**src/hw/aspc_pkg.sv**
```systemverilog
package aspc_pkg;
    // data width and fifo depth
    localparam int WORD_W     = 24;
    localparam int FIFO_DEPTH = 8;
    // modulator divide factor per speed bit value
    localparam int MFACTOR_SPD0 = 128;
    localparam int MFACTOR_SPD1 = 256;
    // decimation ratio limits and value after reset
    localparam logic [10:0] DEC_MIN = 11'h014;
    localparam logic [10:0] DEC_MAX = 11'h7FF;
    localparam logic [10:0] DEC_RST = 11'h080;
    // filter select codes
    localparam logic [1:0] FSEL_AUTO = 2'h0;
    localparam logic [1:0] FLT_FAST  = 2'h1;
    localparam logic [1:0] FLT_SINC2 = 2'h2;
    localparam logic [1:0] FLT_SINC3 = 2'h3;
    // settling in output data periods
    localparam logic [1:0] SETTLE_FAST  = 2'h1;
    localparam logic [1:0] SETTLE_SINC2 = 2'h2;
    localparam logic [1:0] SETTLE_SINC3 = 2'h3;
    // command byte codes
    localparam logic [7:0] CMD_RDATA = 8'h01;
    localparam logic [3:0] CMD_RREG  = 4'h1;
    localparam logic [3:0] CMD_WREG  = 4'h5;
    // register indices
    localparam logic [3:0] REG_MODE_DEC1 = 4'h0;
    localparam logic [3:0] REG_DEC0      = 4'h1;
    localparam logic [3:0] REG_STATUS    = 4'h2;
    // mode register field positions
    localparam int MODE_DATA_READY_N_BIT  = 7;
    localparam int MODE_FSEL_LSB  = 5;
    localparam int MODE_SPEED_BIT = 4;
    // values after reset and frame counts
    localparam logic       SPEED_RST = 1'h0;
    localparam logic [1:0] FSEL_RST  = 2'h0;
    localparam logic [2:0] BIT_LAST  = 3'h7;
    localparam logic [1:0] DOR_LAST  = 2'h2;

    // serial pins as seen at the device
    typedef struct packed {
        logic sclk;
        logic cs_n;
        logic din;
        logic clock_polarity_select;
    } aspc_pins_type;

    // serial output pin with its enable
    typedef struct packed {
        logic dout;
        logic dout_oe;
    } aspc_sout_type;

    // conversion status
    typedef struct packed {
        logic       mod_tick;
        logic       data_tick;
        logic [1:0] filter;
        logic       settled;
        logic       stall;
    } aspc_status_type;

    // serial port states
    typedef enum logic [1:0] {
        SP_CMD,
        SP_RDATA,
        SP_RREG,
        SP_WREG
    } aspc_sp_type;
endpackage : aspc_pkg

```
**src/hw/aspc_fifo.sv**
```systemverilog
`timescale 1ns/1ps
module aspc_fifo #(
    parameter int W     = 24,
    parameter int DEPTH = 8
) (
    // clock and reset
    input  wire logic         core_clk,
    input  wire logic         srst,
    // fill side
    input  wire logic         in_valid,
    output logic              in_ready,
    input  wire logic [W-1:0] in_data,
    // drain side
    output logic              out_valid,
    input  wire logic         out_ready,
    output logic [W-1:0]      out_data
);
    localparam int AW = $clog2(DEPTH);
    localparam int CW = $clog2(DEPTH + 1);

    // whole fifo state
    typedef struct packed {
        logic [DEPTH-1:0][W-1:0] mem;
        logic [AW-1:0]           wr;
        logic [AW-1:0]           rd;
        logic [CW-1:0]           cnt;
    } aspc_fifo_st_type;

    aspc_fifo_st_type q;
    aspc_fifo_st_type d;
    logic             push;
    logic             pop;

    // pointer advance with wrap at depth
    function automatic logic [AW-1:0] next_ptr(input logic [AW-1:0] p);
        return (p == AW'(DEPTH - 1)) ? '0 : AW'(p + 1'b1);
    endfunction : next_ptr

    // honest full and empty
    assign in_ready  = (q.cnt != CW'(DEPTH));
    assign out_valid = (q.cnt != '0);
    assign out_data  = q.mem[q.rd];
    assign push      = in_valid & in_ready;
    assign pop       = out_valid & out_ready;

    // next state
    always_comb begin
        d = q;
        if (push) begin
            d.mem[q.wr] = in_data;
            d.wr        = next_ptr(q.wr);
        end
        if (pop) begin
            d.rd = next_ptr(q.rd);
        end
        // count moves only on one-sided traffic
        if (push && !pop) begin
            d.cnt = CW'(q.cnt + 1'b1);
        end else if (pop && !push) begin
            d.cnt = CW'(q.cnt - 1'b1);
        end
        if (srst) begin
            d = '0;
        end
    end

    // state register
    always_ff @(posedge core_clk) begin
        q <= d;
    end
endmodule : aspc_fifo

```
**src/hw/aspc_conv_ctrl.sv**
```systemverilog
// Function
// polarity pin inverts clock, format unchanged
// back-to-back bits and bytes without gaps
// master holds select low whole transaction
// din shifts in, dout shifts out
// ready goes low when word loaded
// ready returns high after word read
// ready high before output register update
// select tied low works; bit7 shows ready
// output code sign follows input sign
// filter settles in one, two, three periods
// auto mode steps fast, sinc2, sinc3
// decimation ratio limited to 20..2047
// modulator divides oscillator by 128 or 256
// one word per decimation ratio ticks
// deselected port ignores bus entirely
// in and out bits share clock pulse
// output released while deselected
`timescale 1ns/1ps
module aspc_conv_ctrl #(
    parameter int WORD_W     = aspc_pkg::WORD_W,
    parameter int FIFO_DEPTH = aspc_pkg::FIFO_DEPTH
) (
    // clock and reset
    input  wire logic                    core_clk,
    input  wire logic                    srst,
    // serial pins, asynchronous to core_clk
    input  wire aspc_pkg::aspc_pins_type serial_pins,
    output aspc_pkg::aspc_sout_type      serial_out,
    output logic                         data_ready_n,
    // modulator result and channel select
    input  wire logic [WORD_W-1:0]       sample,
    input  wire logic [2:0]              chan_sel,
    // conversion status
    output aspc_pkg::aspc_status_type    conv_status
);
    // whole block state
    typedef struct packed {
        aspc_pkg::aspc_pins_type sync1;     // first sync stage
        aspc_pkg::aspc_pins_type sync2;     // second sync stage
        logic                    clk_prev;  // last active-level clock
        aspc_pkg::aspc_sp_type   sp;        // serial port state
        logic [2:0]              bit_cnt;   // bit within byte
        logic [1:0]              byte_cnt;  // byte within data read
        logic [7:0]              rx_sh;     // input shifter
        logic [7:0]              tx_sh;     // output shifter
        logic [3:0]              reg_idx;   // write target
        logic                    dout;      // output pin level
        logic                    dout_oe;   // output pin enable
        logic [10:0]             dec_ratio; // programmed ratio
        logic                    speed;     // modulator speed bit
        logic [1:0]              fsel;      // filter select
        logic                    data_ready_n_n;    // data ready, low active
        logic                    rd_active; // data read in flight
        logic                    upd_pend;  // output register load next
        logic [WORD_W-1:0]       data_output_register;       // data output register
        logic [7:0]              mod_cnt;   // modulator divider
        logic [10:0]             dec_cnt;   // decimation counter
        logic [2:0]              chan_prev; // last channel
        logic [1:0]              prd_cnt;   // periods since channel change
        logic                    word_pend; // word waiting for fifo
        logic [WORD_W-1:0]       word;      // finished conversion word
    } aspc_state_type;

    aspc_state_type    q;
    aspc_state_type    d;
    // edge and frame helpers
    logic              sel;
    logic              act;
    logic              rise_e;
    logic              fall_e;
    logic              byte_done;
    logic [7:0]        rx_byte;
    // conversion helpers
    logic              stall;
    logic [7:0]        mod_last;
    logic              mod_tick;
    logic [10:0]       dec_eff;
    logic              data_tick;
    logic [1:0]        flt_cur;
    logic              settled;
    logic              chan_change;
    // register read bytes
    logic [7:0]        mode_byte;
    logic [7:0]        stat_byte;
    // fifo ports
    logic              fifo_in_ready;
    logic              fifo_out_valid;
    logic              fifo_out_ready;
    logic [WORD_W-1:0] fifo_out_data;

    // ratio below the floor is raised to it
    function automatic logic [10:0] dec_clamp(input logic [10:0] v);
        return (v < aspc_pkg::DEC_MIN) ? aspc_pkg::DEC_MIN : v;
    endfunction : dec_clamp

    // periods a filter needs to settle
    function automatic logic [1:0] settle_of(input logic [1:0] f);
        case (f)
            aspc_pkg::FLT_FAST:  return aspc_pkg::SETTLE_FAST;
            aspc_pkg::FLT_SINC2: return aspc_pkg::SETTLE_SINC2;
            default:             return aspc_pkg::SETTLE_SINC3;
        endcase
    endfunction : settle_of

    // auto filter by periods since channel change
    function automatic logic [1:0] auto_filter(input logic [1:0] n);
        case (n)
            2'h0, 2'h1: return aspc_pkg::FLT_FAST;
            2'h2:       return aspc_pkg::FLT_SINC2;
            default:    return aspc_pkg::FLT_SINC3;
        endcase
    endfunction : auto_filter

    // register read multiplexer
    function automatic logic [7:0] reg_pick(input logic [3:0] idx, input logic [7:0] mode,
                                            input logic [7:0] lo, input logic [7:0] stat);
        case (idx)
            aspc_pkg::REG_MODE_DEC1: return mode;
            aspc_pkg::REG_DEC0:      return lo;
            aspc_pkg::REG_STATUS:    return stat;
            default:                 return 8'h00;
        endcase
    endfunction : reg_pick

    // serial edges, only while selected
    assign sel       = ~q.sync2.cs_n;
    assign act       = q.sync2.sclk ^ q.sync2.clock_polarity_select;
    assign rise_e    = sel & act & ~q.clk_prev;
    assign fall_e    = sel & ~act & q.clk_prev;
    assign rx_byte   = {q.rx_sh[6:0], q.sync2.din};
    assign byte_done = rise_e & (q.bit_cnt == aspc_pkg::BIT_LAST);

    // modulator and decimation timing
    assign stall       = q.word_pend & ~fifo_in_ready;
    assign mod_last    = q.speed ? 8'(aspc_pkg::MFACTOR_SPD1 - 1)
                                 : 8'(aspc_pkg::MFACTOR_SPD0 - 1);
    assign mod_tick    = ~stall & (q.mod_cnt == mod_last);
    assign dec_eff     = dec_clamp(q.dec_ratio);
    assign data_tick   = mod_tick & (q.dec_cnt >= 11'(dec_eff - 11'h001));
    assign chan_change = (chan_sel != q.chan_prev);

    // active filter and settling state
    assign flt_cur = (q.fsel == aspc_pkg::FSEL_AUTO) ? auto_filter(q.prd_cnt) : q.fsel;
    assign settled = (q.prd_cnt >= settle_of(flt_cur));

    // readable register bytes, ready state in bit 7 of the mode byte, settled in bit 7 of the status byte
    assign mode_byte = {q.data_ready_n_n, q.fsel, q.speed, 1'b0, q.dec_ratio[10:8]};
    assign stat_byte = {settled, flt_cur, q.word_pend, 4'h0};

    // drain one word per output register load
    assign fifo_out_ready = q.upd_pend;

    // word buffer between decimator and output register
    aspc_fifo #(
        .W     (WORD_W),
        .DEPTH (FIFO_DEPTH)
    ) u_fifo (
        .core_clk  (core_clk),
        .srst      (srst),
        .in_valid  (q.word_pend),
        .in_ready  (fifo_in_ready),
        .in_data   (q.word),
        .out_valid (fifo_out_valid),
        .out_ready (fifo_out_ready),
        .out_data  (fifo_out_data)
    );

    // next state of the whole block
    always_comb begin
        d          = q;
        // two-stage pin synchroniser
        d.sync1    = serial_pins;
        d.sync2    = q.sync1;
        d.clk_prev = act;

        // modulator divider freezes while a word waits on a full fifo
        if (!stall) begin
            d.mod_cnt = mod_tick ? 8'h00 : 8'(q.mod_cnt + 8'h01);
        end
        if (mod_tick) begin
            d.dec_cnt = data_tick ? 11'h000 : 11'(q.dec_cnt + 11'h001);
        end
        // word handed to fifo
        if (q.word_pend && fifo_in_ready) begin
            d.word_pend = 1'b0;
        end
        // end of output data period
        if (data_tick) begin
            d.word      = sample;
            d.word_pend = 1'b1;
            if (q.prd_cnt != 2'h3) begin
                d.prd_cnt = 2'(q.prd_cnt + 2'h1);
            end
        end
        // new channel restarts settling
        d.chan_prev = chan_sel;
        if (chan_change) begin
            d.prd_cnt = 2'h0;
        end

        // output register load, ready already high
        if (!q.upd_pend && q.data_ready_n_n && !q.rd_active && fifo_out_valid) begin
            d.upd_pend = 1'b1;
        end
        if (q.upd_pend) begin
            d.upd_pend = 1'b0;
            d.data_output_register      = fifo_out_data;
            d.data_ready_n_n   = 1'b0;
        end

        // serial port
        if (!sel) begin
            // deselected: frame reset, output released
            d.sp        = aspc_pkg::SP_CMD;
            d.bit_cnt   = 3'h0;
            d.byte_cnt  = 2'h0;
            d.dout_oe   = 1'b0;
            d.rd_active = 1'b0;
        end else begin
            d.dout_oe = 1'b1;
            // sample din on the active edge
            if (rise_e) begin
                d.rx_sh   = rx_byte;
                d.bit_cnt = 3'(q.bit_cnt + 3'h1);
            end
            // present next bit on the trailing edge of the same pulse
            if (fall_e) begin
                d.dout  = q.tx_sh[7];
                d.tx_sh = {q.tx_sh[6:0], 1'b0};
            end
            // whole byte received
            if (byte_done) begin
                d.tx_sh = 8'h00;
                case (q.sp)
                    aspc_pkg::SP_CMD: begin
                        if (rx_byte == aspc_pkg::CMD_RDATA) begin
                            d.sp        = aspc_pkg::SP_RDATA;
                            d.byte_cnt  = 2'h0;
                            d.rd_active = 1'b1;
                            // a load in this cycle is seen at once
                            d.tx_sh     = q.upd_pend ? fifo_out_data[WORD_W-1 -: 8]
                                                     : q.data_output_register[WORD_W-1 -: 8];
                        end else if (rx_byte[7:4] == aspc_pkg::CMD_RREG) begin
                            d.sp    = aspc_pkg::SP_RREG;
                            d.tx_sh = reg_pick(rx_byte[3:0], mode_byte,
                                               q.dec_ratio[7:0], stat_byte);
                        end else if (rx_byte[7:4] == aspc_pkg::CMD_WREG) begin
                            d.sp      = aspc_pkg::SP_WREG;
                            d.reg_idx = rx_byte[3:0];
                        end
                    end
                    aspc_pkg::SP_RDATA: begin
                        // bytes follow back to back
                        d.byte_cnt = 2'(q.byte_cnt + 2'h1);
                        case (q.byte_cnt)
                            2'h0:    d.tx_sh = q.data_output_register[WORD_W-9 -: 8];
                            2'h1:    d.tx_sh = q.data_output_register[WORD_W-17 -: 8];
                            default: d.tx_sh = 8'h00;
                        endcase
                        if (q.byte_cnt == aspc_pkg::DOR_LAST) begin
                            d.sp        = aspc_pkg::SP_CMD;
                            d.rd_active = 1'b0;
                            d.data_ready_n_n    = 1'b1;
                        end
                    end
                    aspc_pkg::SP_WREG: begin
                        // ready bit and bit 3 are read-only
                        case (q.reg_idx)
                            aspc_pkg::REG_MODE_DEC1: begin
                                d.fsel             = rx_byte[aspc_pkg::MODE_FSEL_LSB +: 2];
                                d.speed            = rx_byte[aspc_pkg::MODE_SPEED_BIT];
                                d.dec_ratio[10:8]  = rx_byte[2:0];
                            end
                            aspc_pkg::REG_DEC0: d.dec_ratio[7:0] = rx_byte;
                            default: ;
                        endcase
                        d.sp = aspc_pkg::SP_CMD;
                    end
                    default: d.sp = aspc_pkg::SP_CMD;
                endcase
            end
        end

        // synchronous reset
        if (srst) begin
            d             = '0;
            d.sync1.cs_n  = 1'b1;
            d.sync2.cs_n  = 1'b1;
            d.sp          = aspc_pkg::SP_CMD;
            d.data_ready_n_n      = 1'b1;
            d.dec_ratio   = aspc_pkg::DEC_RST;
            d.speed       = aspc_pkg::SPEED_RST;
            d.fsel        = aspc_pkg::FSEL_RST;
        end
    end

    // state register
    always_ff @(posedge core_clk) begin
        q <= d;
    end

    // outputs
    assign serial_out.dout        = q.dout;
    assign serial_out.dout_oe     = q.dout_oe;
    assign data_ready_n           = q.data_ready_n_n;
    assign conv_status.mod_tick   = mod_tick;
    assign conv_status.data_tick  = data_tick;
    assign conv_status.filter     = flt_cur;
    assign conv_status.settled    = settled;
    assign conv_status.stall      = stall;

    // deselect releases the output line
    cs_release_a: assert property (@(posedge core_clk) disable iff (srst)
        q.sync2.cs_n |=> !q.dout_oe)
        else $error("dout driven while deselected");

    // din bit captured on the active edge
    rx_sample_a: assert property (@(posedge core_clk) disable iff (srst)
        rise_e |=> q.rx_sh[0] == $past(q.sync2.din))
        else $error("din not sampled on active edge");

    // load drives ready low
    data_ready_n_low_a: assert property (@(posedge core_clk) disable iff (srst)
        (q.upd_pend && !srst) |=> !q.data_ready_n_n && q.data_output_register == $past(fifo_out_data))
        else $error("ready not low after load");

    // third data byte frees ready
    data_ready_n_high_a: assert property (@(posedge core_clk) disable iff (srst)
        (byte_done && q.sp == aspc_pkg::SP_RDATA && q.byte_cnt == 2'h2) |=> q.data_ready_n_n)
        else $error("ready not high after read");

    // output register changes only behind a raised ready
    dor_guard_a: assert property (@(posedge core_clk) disable iff (srst)
        !$stable(q.data_output_register) |-> $past(q.data_ready_n_n, 2) && $past(q.upd_pend))
        else $error("register updated without ready high");

    // bit 7 of mode register mirrors ready
    mode_bit7_a: assert property (@(posedge core_clk) disable iff (srst)
        (byte_done && q.sp == aspc_pkg::SP_CMD && rx_byte == 8'h10)
        |=> q.tx_sh[7] == $past(q.data_ready_n_n))
        else $error("mode bit 7 differs from ready");

    // effective ratio stays in range
    dec_range_a: assert property (@(posedge core_clk) disable iff (srst)
        dec_eff >= aspc_pkg::DEC_MIN && (q.dec_ratio < aspc_pkg::DEC_MIN || dec_eff == q.dec_ratio))
        else $error("decimation ratio out of range");

    // modulator tick at the divide factor
    mod_div_a: assert property (@(posedge core_clk) disable iff (srst)
        mod_tick |-> q.mod_cnt == (q.speed ? 8'hFF : 8'h7F))
        else $error("modulator divide wrong");

    // one word per period, sign kept
    word_rate_a: assert property (@(posedge core_clk) disable iff (srst)
        data_tick |=> q.word_pend && q.dec_cnt == 11'h000 && q.word == $past(sample))
        else $error("output word not produced");

    // auto mode restarts with the fast filter
    auto_fast_a: assert property (@(posedge core_clk) disable iff (srst)
        (chan_change && q.fsel == aspc_pkg::FSEL_AUTO && !data_tick)
        |=> flt_cur == aspc_pkg::FLT_FAST && !settled)
        else $error("auto filter did not restart");

    // third-order filter not settled before three periods
    sinc3_settle_a: assert property (@(posedge core_clk) disable iff (srst)
        (flt_cur == aspc_pkg::FLT_SINC3) |-> settled == (q.prd_cnt == 2'h3))
        else $error("sinc3 settled early");
endmodule : aspc_conv_ctrl

```
**config.mk**
```make
export PLATFORM = sky130hd
export DESIGN_NAME = aspc_conv_ctrl
export DESIGN_NICKNAME = d
export VERILOG_FILES = /design/src/hw/aspc_pkg.sv /design/src/hw/aspc_fifo.sv /design/src/hw/aspc_conv_ctrl.sv
export SDC_FILE = /design/constraint.sdc
export NUM_CORES = 1
export LEC_CHECK = 0
export BUFFER_PORTS_ARGS = -buffer_cell sky130_fd_sc_hd__buf_2
export CORE_UTILIZATION = 40
export DETAILED_ROUTE_END_ITERATION = 10
export SETUP_SLACK_MARGIN = 0.5
export SLEW_MARGIN = 5
export SYNTH_ARGS = -nofsm -noshare
export SYNTH_HDL_FRONTEND = slang
export SYNTH_HIERARCHICAL = 1
export SYNTH_SLANG_ARGS = --single-unit
```
**constraint.sdc**
```tcl
create_clock -name core_clk -period 9.4 [get_ports core_clk]
set_input_delay 0 -clock core_clk [delete_from_list [all_inputs] [get_ports core_clk]]
set_output_delay 0 -clock core_clk [all_outputs]
set_load 0.05 [all_outputs]
```
* Word-level counts from Yosys, hierarchy flattened *
Cells that the tools add are included.

word-level totals
  flip-flop bits (word level) = 329
  latch bits = 0
  memory bits (writable) = 0
  ROM bits = 0
  output and inout bits = 9
  logic and storage cells = 182
  memories kept = 0

operators by class
  add/sub/neg operators = 10
  multiply operators = 0
  divide/modulo/power cells = 0
  order comparisons = 6
  equality and inequality tests = 24
  shift-type cells = 0
  mux-type cells = 46
  bitwise operators = 18
  reductions and logical operators = 36

operator list
  cell                                                  number
  bitwise mux 192 bit                                   1
  binary-select mux 24 bit (select 3 bit)               1
  demux 24 bit (select 3 bit)                           1
  2-to-1 mux 24 bit                                     2
  2-to-1 mux 8 bit                                      6
  one-hot mux 8 bit (2 select lines)                    2
  2-to-1 mux 25 bit                                     1
  2-to-1 mux 4 bit                                      6
  one-hot mux 8 bit (3 select lines)                    1
  2-to-1 mux 11 bit                                     2
  2-to-1 mux 2 bit                                      8
  one-hot mux 2 bit (2 select lines)                    4
  equality test 4 x 1 -> 1 bit (second input constant)  3
  2-to-1 mux 12 bit                                     1
  AND reduction 4 bit                                   3
  adder 11 x 1 -> 11 bit (second input constant)        1
  greater-or-equal comparator 11 bit                    1
  < comparator 11 x 5 -> 1 bit (second input constant)  1
  subtractor 11 x 1 -> 11 bit (second input constant)   1
  AND 1 bit                                             10
  adder 3 x 1 -> 3 bit (second input constant)          3
  equality test 3 bit (second input constant)           3
  adder 8 x 1 -> 8 bit (second input constant)          1
  equality test 2 x 1 -> 1 bit (second input constant)  4
  other kinds (29)                                      73

* Depth between registers and ports, before layout *
Gate-level depths: netlist of the first run.

  word-level depth = 12
  mapped depth = 16

* Modules after synthesis *
The synthesis of the first run kept the hierarchy.

modules (own cells, without submodules)
  module          times used  cells each  area each (um^2)  sequential area each (um^2)
  aspc_fifo       1           996         8836.0            4043.9
  aspc_conv_ctrl  1           671         6085.8            2542.4

* Worst setup path after synthesis of the first run *
No wires, ideal clock.

  path kind = reg2reg
  start = reg q, in the netlist mode_byte[0]
  end = reg q[24] (netlist name)
  setup time = 0.115 ns
  data arrival time = 3.350 ns
  required time = 9.285 ns
  slack = 5.935 ns
  cell stages (with the launch flop) = 16
  clock period less this slack = 3.465 ns
  cells stage by stage = dfxtp_1 or3_1 nor4_2 nand2_1 nand2_1 ha_1 nand2b_1 or3_1 o21ai_0 ha_1 a21oi_1 nand3_1 a211oi_4 nor3_4 buf_6 o21a_1

RTL lines
  what                    RTL line               source
  start, declared         aspc_conv_ctrl.sv:65   aspc_state_type q;
  start signal, assigned  aspc_conv_ctrl.sv:300  q <= d;

==> metrics.log, run 1 <==
[metrics] maximum clock insertion buffer count: 3
[metrics] Post-CTS Setup Repair Bufs: 0
[metrics] placeable core area: 0.0367 mm2
[metrics] number of fill cells in the layout: around 3400
[metrics] number of nets produced by synthesis: roughly 1700
[metrics] first drt pass iteration count: 5
[metrics] top_reg_cell synth: dfxtp_1
[metrics] average size of a mapped cell: 8.95 um2
[metrics] largest stage delay on the critical path: roughly 0.50 ns
[metrics] setup_tns: 0 ns
[metrics] global-route wire length before repair: 61300 um
[metrics] share of flip-flops with an asynchronous set or reset after synthesis: 0%
[metrics] Crit path arrival time: around 4.6 ns
[metrics] post-route clock period utilization: just under 50%
[metrics] max-cap violation count: 0
[metrics] total of buffers placed on input and output ports: 41
[metrics] part of the Yosys area used for sequential elements: 44.1%
[metrics] Leak: about 6.1 nW
[metrics] Via Count: roughly 12000
[metrics] number of H-tree levels: 2
[metrics] final WL: 38800 um
[metrics] die extent in y: about 200 um
[metrics] worst setup path class: register to primary output
[metrics] via density per instance: 5.41
[metrics] Rel. slew slack: 31.4%
[metrics] final setup fails: 0
[metrics] number of instances in the placed design: 2055
[metrics] initial antenna violation count: 0
[metrics] setup repair after global routing missed its margin: no
[metrics] boundary pin count: 42
[metrics] number of sinks handled by clock tree synthesis: 329
[metrics] critical path's slowest cell: buf_4
[metrics] cells traversed along the worst timing path: or3_1, nor4_2, nand2_1, nand2_1, ha_1, nand2b_1, or3_1, and2_1, ha_1, nand3_1, and3_1, a21o_1, nor3_4, buf_4, buf_2
[metrics] layout overhead on the synthesized area: 12.2%
[metrics] die width: 195 um
[metrics] required time of the worst setup path: ~9.4 ns
[metrics] post-route antenna net violation count: 0
[metrics] count of cell types in the netlist: 67
[metrics] number of endpoints with negative hold slack in the final report: 0
[metrics] Layout Cells excl Fill: approximately 2100
[metrics] Initial DRC Count: 879
[metrics] power density over cell area: 172 mW/mm2
[metrics] placed cell area: 0.0152 mm2
[metrics] Finished Cell Area: about 0.017 mm2
[metrics] clock buffer count from CTS: 36
[metrics] post-CTS clock slew at the launch and capture registers of the worst setup and hold paths: 0.06 ns
[metrics] worst-case clock skew: about 0.014 ns
[metrics] peak supply drop: 110 uV
[metrics] slew of the pin with the lowest slew margin: 1.03 ns
[metrics] number of nets in the final layout: 1720
[metrics] element type at the critical path end: primary output
[metrics] Post-synth EDFFs: 0
[metrics] antenna diode instance count: 0
[metrics] final HPWL from detailed placement: 22100 um
[metrics] clock tree from TritonCTS: built
[metrics] number of global-route vias before repair: 11400
[metrics] WL/cell: 18.1 um
[metrics] initial core utilization: 40.7%
[metrics] clk root buf: clkbuf_16
[metrics] Post-route DRC: 0
[metrics] minimum period implied by the final worst setup slack: 4.55 ns
[metrics] kind of launch point of the worst setup path: register
[metrics] Final Max Slew Viols: 0
[metrics] Max FO, Critical Path: 32
[metrics] gate count of the mapped netlist: between 1500 and 2000
[metrics] site row count: 70
[metrics] layout cell share with drive strength beyond 1: a little over an eighth
[metrics] overflow left after global routing: 0
[metrics] largest net degree at the start of global routing: roughly 200
[metrics] overall fraction of global-route tracks in use: 20.2%
[metrics] Final Wtd Congestion: 0.849
[metrics] outcome: finished clean
[metrics] achievable frequency: around 220 MHz
[metrics] Synthesis Warnings: 6
[metrics] worst hold path type: input pin to register
[metrics] full die area: 0.0381 mm2
[metrics] flops & latches, synth: between 300 and 400
[metrics] worst skew pair latency: between 0.5 and 0.6 ns
[metrics] Synth Cell Area: 0.0149 mm2
-- state kept, by name, summed over array words and instances, names as in the netlist --
name	cells
mode_byte	6
u_fifo/q	202
data_ready_n	1
fifo_out_ready	1
q	117
serial_out	2
-- through the flow --
step / hold WS [ns] / power, mW / utilization, % / setup WS, ns
finish: 0.0225 / 2.87 / 45.6 / 4.85
global route: 0.0783 / 2.97 / 45.6 / 4.53
CTS: 0.0389 / 2.90 / 45.6 / 4.82
detailed placement: 0.187 / 1.48 / 41.6 / 5.38
global placement: 0.188 / 1.48 / 41.6 / 5.42
floorplan: 0.104 / 1.46 / - / 5.94
-- final cells by class --
type                    count  area [um2]  share of cell area (%)
clock buffers              55        1090                    6.53
clock inverters             7        93.8                   0.560
inverters                  20        75.1                   0.448
repair buffers             94         702                    4.19
well taps                 468         586                    3.50
flip-flops and latches    329        6590                    39.4
multi-input cells        1175        7610                    45.4
-- critical path, delay by kind of cell, from the launching register on --
| kind | cells | cell delay [ns] |
|---|---|---|
| fa+ha+maj | 2 | 0.52 |
| simple gates | 10 | 2.05 |
| buf+inv | 2 | 0.87 |
| compound gates | 1 | 0.25 |
| flops | 1 | 0.35 |
-- cell usage after synthesis (4+ instances only) --
| library cell | number | share of area (%) |
|---|---|---|
| a22oi_1 | 8 | 0.40 |
| a21oi_1 | 199 | 6.7 |
| nor4_1 | 5 | 0.21 |
| nand2b_1 | 6 | 0.25 |
| inv_1 | 19 | 0.48 |
| or2_2 | 5 | 0.21 |
| or3_1 | 12 | 0.50 |
| nor2b_1 | 12 | 0.50 |
| a211oi_1 | 5 | 0.25 |
| buf_2 | 30 | 1.0 |
| nand4_1 | 9 | 0.38 |
| nand2_1 | 427 | 11 |
| buf_6 | 4 | 0.30 |
| o211ai_1 | 4 | 0.20 |
| clkbuf_1 | 88 | 2.2 |
| xor2_1 | 11 | 0.65 |
| o21ai_0 | 22 | 0.74 |
| buf_4 | 12 | 0.60 |
| buf_1 | 7 | 0.18 |
| nand3_1 | 19 | 0.64 |
| or4_1 | 5 | 0.25 |
| mux4_2 | 48 | 7.2 |
| xnor2_1 | 13 | 0.76 |
| o21a_1 | 5 | 0.25 |
| o32ai_1 | 5 | 0.29 |
| nor3_2 | 4 | 0.27 |
| ha_1 | 30 | 2.5 |
| and3_1 | 5 | 0.21 |
| mux2i_1 | 112 | 7.5 |
| dfxtp_1 | 329 | 44 |
| nor2_1 | 102 | 2.6 |
| nor3_1 | 25 | 0.84 |
| mux2_2 | 26 | 2.0 |
-- kinds of logic (layout without fill, tap and decap cells) --
| family | count (synthesis) | after routing | share of synthesized area, % |
|---|---|---|---|
| buf+inv | 163 | 176 | 5.01 |
| simple gates | 662 | 662 | 19.8 |
| fa+ha+maj | 31 | 31 | 2.65 |
| xor+xnor | 24 | 24 | 1.41 |
| flops | 329 | 329 | 44.1 |
| compound gates | 272 | 272 | 10.3 |
| mux | 186 | 186 | 16.7 |
-- power breakdown --
group / switching [mW] / total (mW) / internal (mW) / leakage (nW)
registers: 0.00332 / 1.40 / 1.40 / 2.65
logic: 0.0361 / 0.0572 / 0.0212 / 2.82
clock network: 0.559 / 1.41 / 0.856 / 0.583
total: 0.598 / 2.87 / 2.28 / 6.05
-- placed cells by master (no fill, tap or decap), types with 11 or more instances in the layout --
cell type / instances
dfxtp_1: 326
nor2b_1: 12
mux2_2: 26
xor2_1: 11
o21ai_0: 22
buf_2: 40
buf_4: 21
inv_1: 18
nand3_1: 19
nand2_1: 427
dlygate4sd3_1: 31
a21oi_1: 199
mux4_2: 48
clkbuf_16: 37
xnor2_1: 13
nor3_1: 25
clkbuf_8: 11
or3_1: 12
mux2i_1: 112
ha_1: 30
nor2_1: 102
-- path summary, 6_finish.rpt --
kind	to	depth (start not counted)	start	slack (ns)
hold reg to reg	q[122]	1	q[126]	0.43
setup reg to reg	q[0]	16	mode_byte[0]	5.35
hold / removal	q[93]	2	srst	0.02
setup / recovery	conv_status[4]	15	mode_byte[0]	4.85
-- layer usage --
layer  GRT usage (%)  share of wire, %  wire [um]
met1            26.0                45      17300
met2            35.5                49      19100
met3            2.69               4.7       1830
met4            5.07               1.6        635
met5               0                 0          0
-- repair_timing --
item / 4_1_cts / 5_1_grt
endpoints found under the hold margin: 31 / 0
resized for setup: 0 / 0
hold buffers: 31 / 0
Note: power is estimated with default switching activity, not from simulation.
==> inputs of run 2 (changes only) <==
ABC_AREA = 1   (was not set)
clock period = 3.98 ns   (was 9.4 ns; I/O delays follow)
==> run 2 against run 1 <==
  * Register-to-register slack got worse by 4.7 ns
  * Sequential power increased by 140%
  * Critical endpoint unchanged
  * Final cell count increased by 52%
  * Critical path depth increased by 3
  * Power increased by 140%
  * Core utilization increased by 0.15 points
==> metrics.log, run 2 <==
[metrics] Post-route DRC: 0
[metrics] max reg flops: just over 200
[metrics] top register by number of flip-flops: u_fifo/q
[metrics] global-route wire length before repair: 80000 um
[metrics] Final Wtd Congestion: 0.844
[metrics] die extent in y: 210 um
[metrics] required time of the worst setup path: 3.98 ns
[metrics] share of flip-flops with an asynchronous set or reset after synthesis: 0%
[metrics] outcome: finished clean
[metrics] final setup fails: 0
[metrics] first drt pass iteration count: 5
[metrics] beginning of the worst register-to-register path: q[84]
[metrics] minimum period implied by the final worst setup slack: around 3.4 ns
[metrics] total of buffers placed on input and output ports: a little over 40
[metrics] full die area: 0.0439 mm2
[metrics] peak supply drop: between 300 and 400 uV
[metrics] worst-case clock skew: 0.0310 ns
[metrics] initial antenna violation count: 0
[metrics] most frequent cells in the layout: nand2_1, inv_1, nor2_1, dfxtp_1
[metrics] count of cell types in the netlist: 44
[metrics] overall fraction of global-route tracks in use: between 20% and 30%
[metrics] Synthesis Warnings: 6
[metrics] post-route antenna net violation count: 0
[metrics] initial core utilization: 40.8%
[metrics] top cells by count, synth: nand2_1, inv_1, nor2_1
[metrics] number of global-route vias before repair: 15100
[metrics] Post-synth EDFFs: 0
[metrics] number of H-tree levels: 2
[metrics] final WL: 48500 um
[metrics] area leader, netlist: dfxtp_1
[metrics] slew of the pin with the lowest slew margin: 1.04 ns
[metrics] post-route clock period utilization: between 80% and 90%
[metrics] kind of launch point of the worst setup path: register
[metrics] Layout Cells excl Fill: between 3000 and 4000
[metrics] average size of a mapped cell: 6.37 um2
[metrics] clock buffer count from CTS: 37
[metrics] placeable core area: 0.0422 mm2
[metrics] WL/cell: about 15 um
[metrics] Crit path arrival time: roughly 3.4 ns
[metrics] Via Count: 16100
[metrics] power density over cell area: 358 mW/mm2
[metrics] boundary pin count: 42
[metrics] Synth Cell Area: 0.0172 mm2
[metrics] cell with the most instances after synthesis: nand2_1
[metrics] die width: 210 um
[metrics] worst hold path type: input pin to register
[metrics] antenna diode instance count: 0
[metrics] element type at the critical path end: primary output
[metrics] setup repair after global routing missed its margin: yes
[metrics] start point of the critical path: q[84]
[metrics] clk root buf: clkbuf_16
[metrics] Max FO, Critical Path: 13
[metrics] worst skew pair latency: 0.55 ns
[metrics] worst setup path class: register to primary output
[metrics] Initial DRC Count: 1253
[metrics] beginning of the worst hold path: sample[21]
[metrics] flops & latches, synth: 329
[metrics] gate count of the mapped netlist: 2703
[metrics] top_reg_cell synth: dfxtp_1
[metrics] share of Yosys cell area claimed by the top area cell type: 38.2%
[metrics] layout overhead on the synthesized area: 12.3%
[metrics] most common cell after layout, fill and taps aside: nand2_1
[metrics] number of endpoints with negative hold slack in the final report: 0
[metrics] via density per instance: 4.95
[metrics] maximum clock insertion buffer count: 3
[metrics] number of nets in the final layout: 2762
[metrics] number of nets produced by synthesis: 2767
[metrics] Final Max Slew Viols: 0
[metrics] site row count: 75
[metrics] max-cap violation count: 0
[metrics] Leak: 9.09 nW
[metrics] setup_tns: 0 ns
[metrics] part of the Yosys area used for sequential elements: 38.2%
[metrics] largest net degree at the start of global routing: 126
[metrics] Rel. slew slack: a little under a third
[metrics] layout cell share with drive strength beyond 1: just under 7%
[metrics] number of sinks handled by clock tree synthesis: 329
[metrics] leading cell types by total area after synthesis: dfxtp_1, nand2_1, inv_1
[metrics] overflow left after global routing: 0
[metrics] final HPWL from detailed placement: 30700 um
[metrics] clock tree from TritonCTS: built
[metrics] post-CTS clock slew at the launch and capture registers of the worst setup and hold paths: approximately 0.06 ns
[metrics] number of fill cells in the layout: between 4000 and 5000
[metrics] achievable frequency: 292 MHz
[metrics] number of instances in the placed design: 3158
[run 2: cell types whose count changed in the layout (fill, tap and decap cells not counted), moves of 108 or more]
cell	previous run	this run
nor2_1	102	386
o21ai_0	22	151
nand4_1	9	151
nand2_1	427	716
inv_1	18	454
mux2i_1	112	4
[run 2: final timing paths]
check | to | slack, ns | depth (start not counted)
worst max register to register | q[30] | 0.67 | 18
worst min-delay path | q[21] | 0.20 | 4
worst max-delay path | conv_status[4] | 0.55 | 18
worst min register to register | q[123] | 0.40 | 2
[run 2: logic make-up (layout without fill, tap and decap cells)]
kind of cell	after synthesis	after routing	share of synthesized area (%)
buffers and inverters	621	641	14.1
AO/OA/AOI/OAI	331	331	10.3
AND/OR/NAND/NOR	1372	1373	34.0
adder cells (fa/ha/maj)	31	31	2.30
flip-flops	329	329	38.2
multiplexers	4	4	0.232
XOR/XNOR	15	15	0.763
[run 2: power breakdown]
group          leakage (nW)  switching, mW  internal [mW]  total [mW]
combinational          5.84          0.116         0.0737       0.190
sequential             2.65        0.00750           3.30        3.31
clock                 0.595           1.39           2.03        3.42
total                  9.09           1.51           5.41        6.92
[run 2: routing by layer]
metal	track usage, %	vias up	wire length, um
met4	5.84	0	978
met2	36.0	395	21500
li1	-	8373	-
met5	0	-	0
met3	2.42	55	2520
met1	32.1	7319	23600
[run 2: area by class of cell]
| cell class | instances | area (um2) | area share [%] |
|---|---|---|---|
| clock inverters | 11 | 111 | 0.576 |
| well taps | 539 | 674 | 3.49 |
| inverters | 462 | 1740 | 9.02 |
| multi-input cells | 1754 | 8260 | 42.7 |
| repair buffers | 114 | 857 | 4.43 |
| flip-flops and latches | 329 | 6600 | 34.1 |
| clock buffers | 54 | 1090 | 5.65 |
[run 2: through the flow]
stage                     power, mW  cell area, um2  utilization, %  setup WS, ns  hold WS, ns
after floorplan                3.50           17200               -          1.13       0.0724
after global placement         3.54           17700            41.9         0.480        0.192
after detailed placement       3.55           17700            41.9         0.302        0.191
after CTS                      7.00           19300            45.7         0.514        0.172
after global routing           7.14           19300            45.8         0.343        0.199
final                          6.92           19300            45.8         0.554        0.196
[run 2: what timing repair did]
| action | 4_1_cts | 5_1_grt |
|---|---|---|
| endpoints found under the hold margin | 37 | 0 |
| setup buffers | 4 | 1 |
| cloned | 1 | 0 |
| endpoints found under the setup margin | 31 | 19 |
| hold buffers | 34 | 0 |
| pin swaps | 5 | 2 |
| gates resized for setup | 6 | 4 |
[run 2: worst max-delay path, stage by stage, from the launching register on]
cell and delay, ns:
dfxtp_1 0.35, nor2_1 0.16, nand3_1 0.13, nor2_2 0.13, nand2_1 0.12, nand2_2 0.11, ha_1 0.18, nand3_1 0.14
inv_1 0.10, nand2_1 0.06, xor2_1 0.15, ha_1 0.31, nand4_1 0.12, nor2_1 0.12, nand2_1 0.05, nand4_1 0.22
nand2_8 0.11, inv_4 0.15, buf_6 0.18
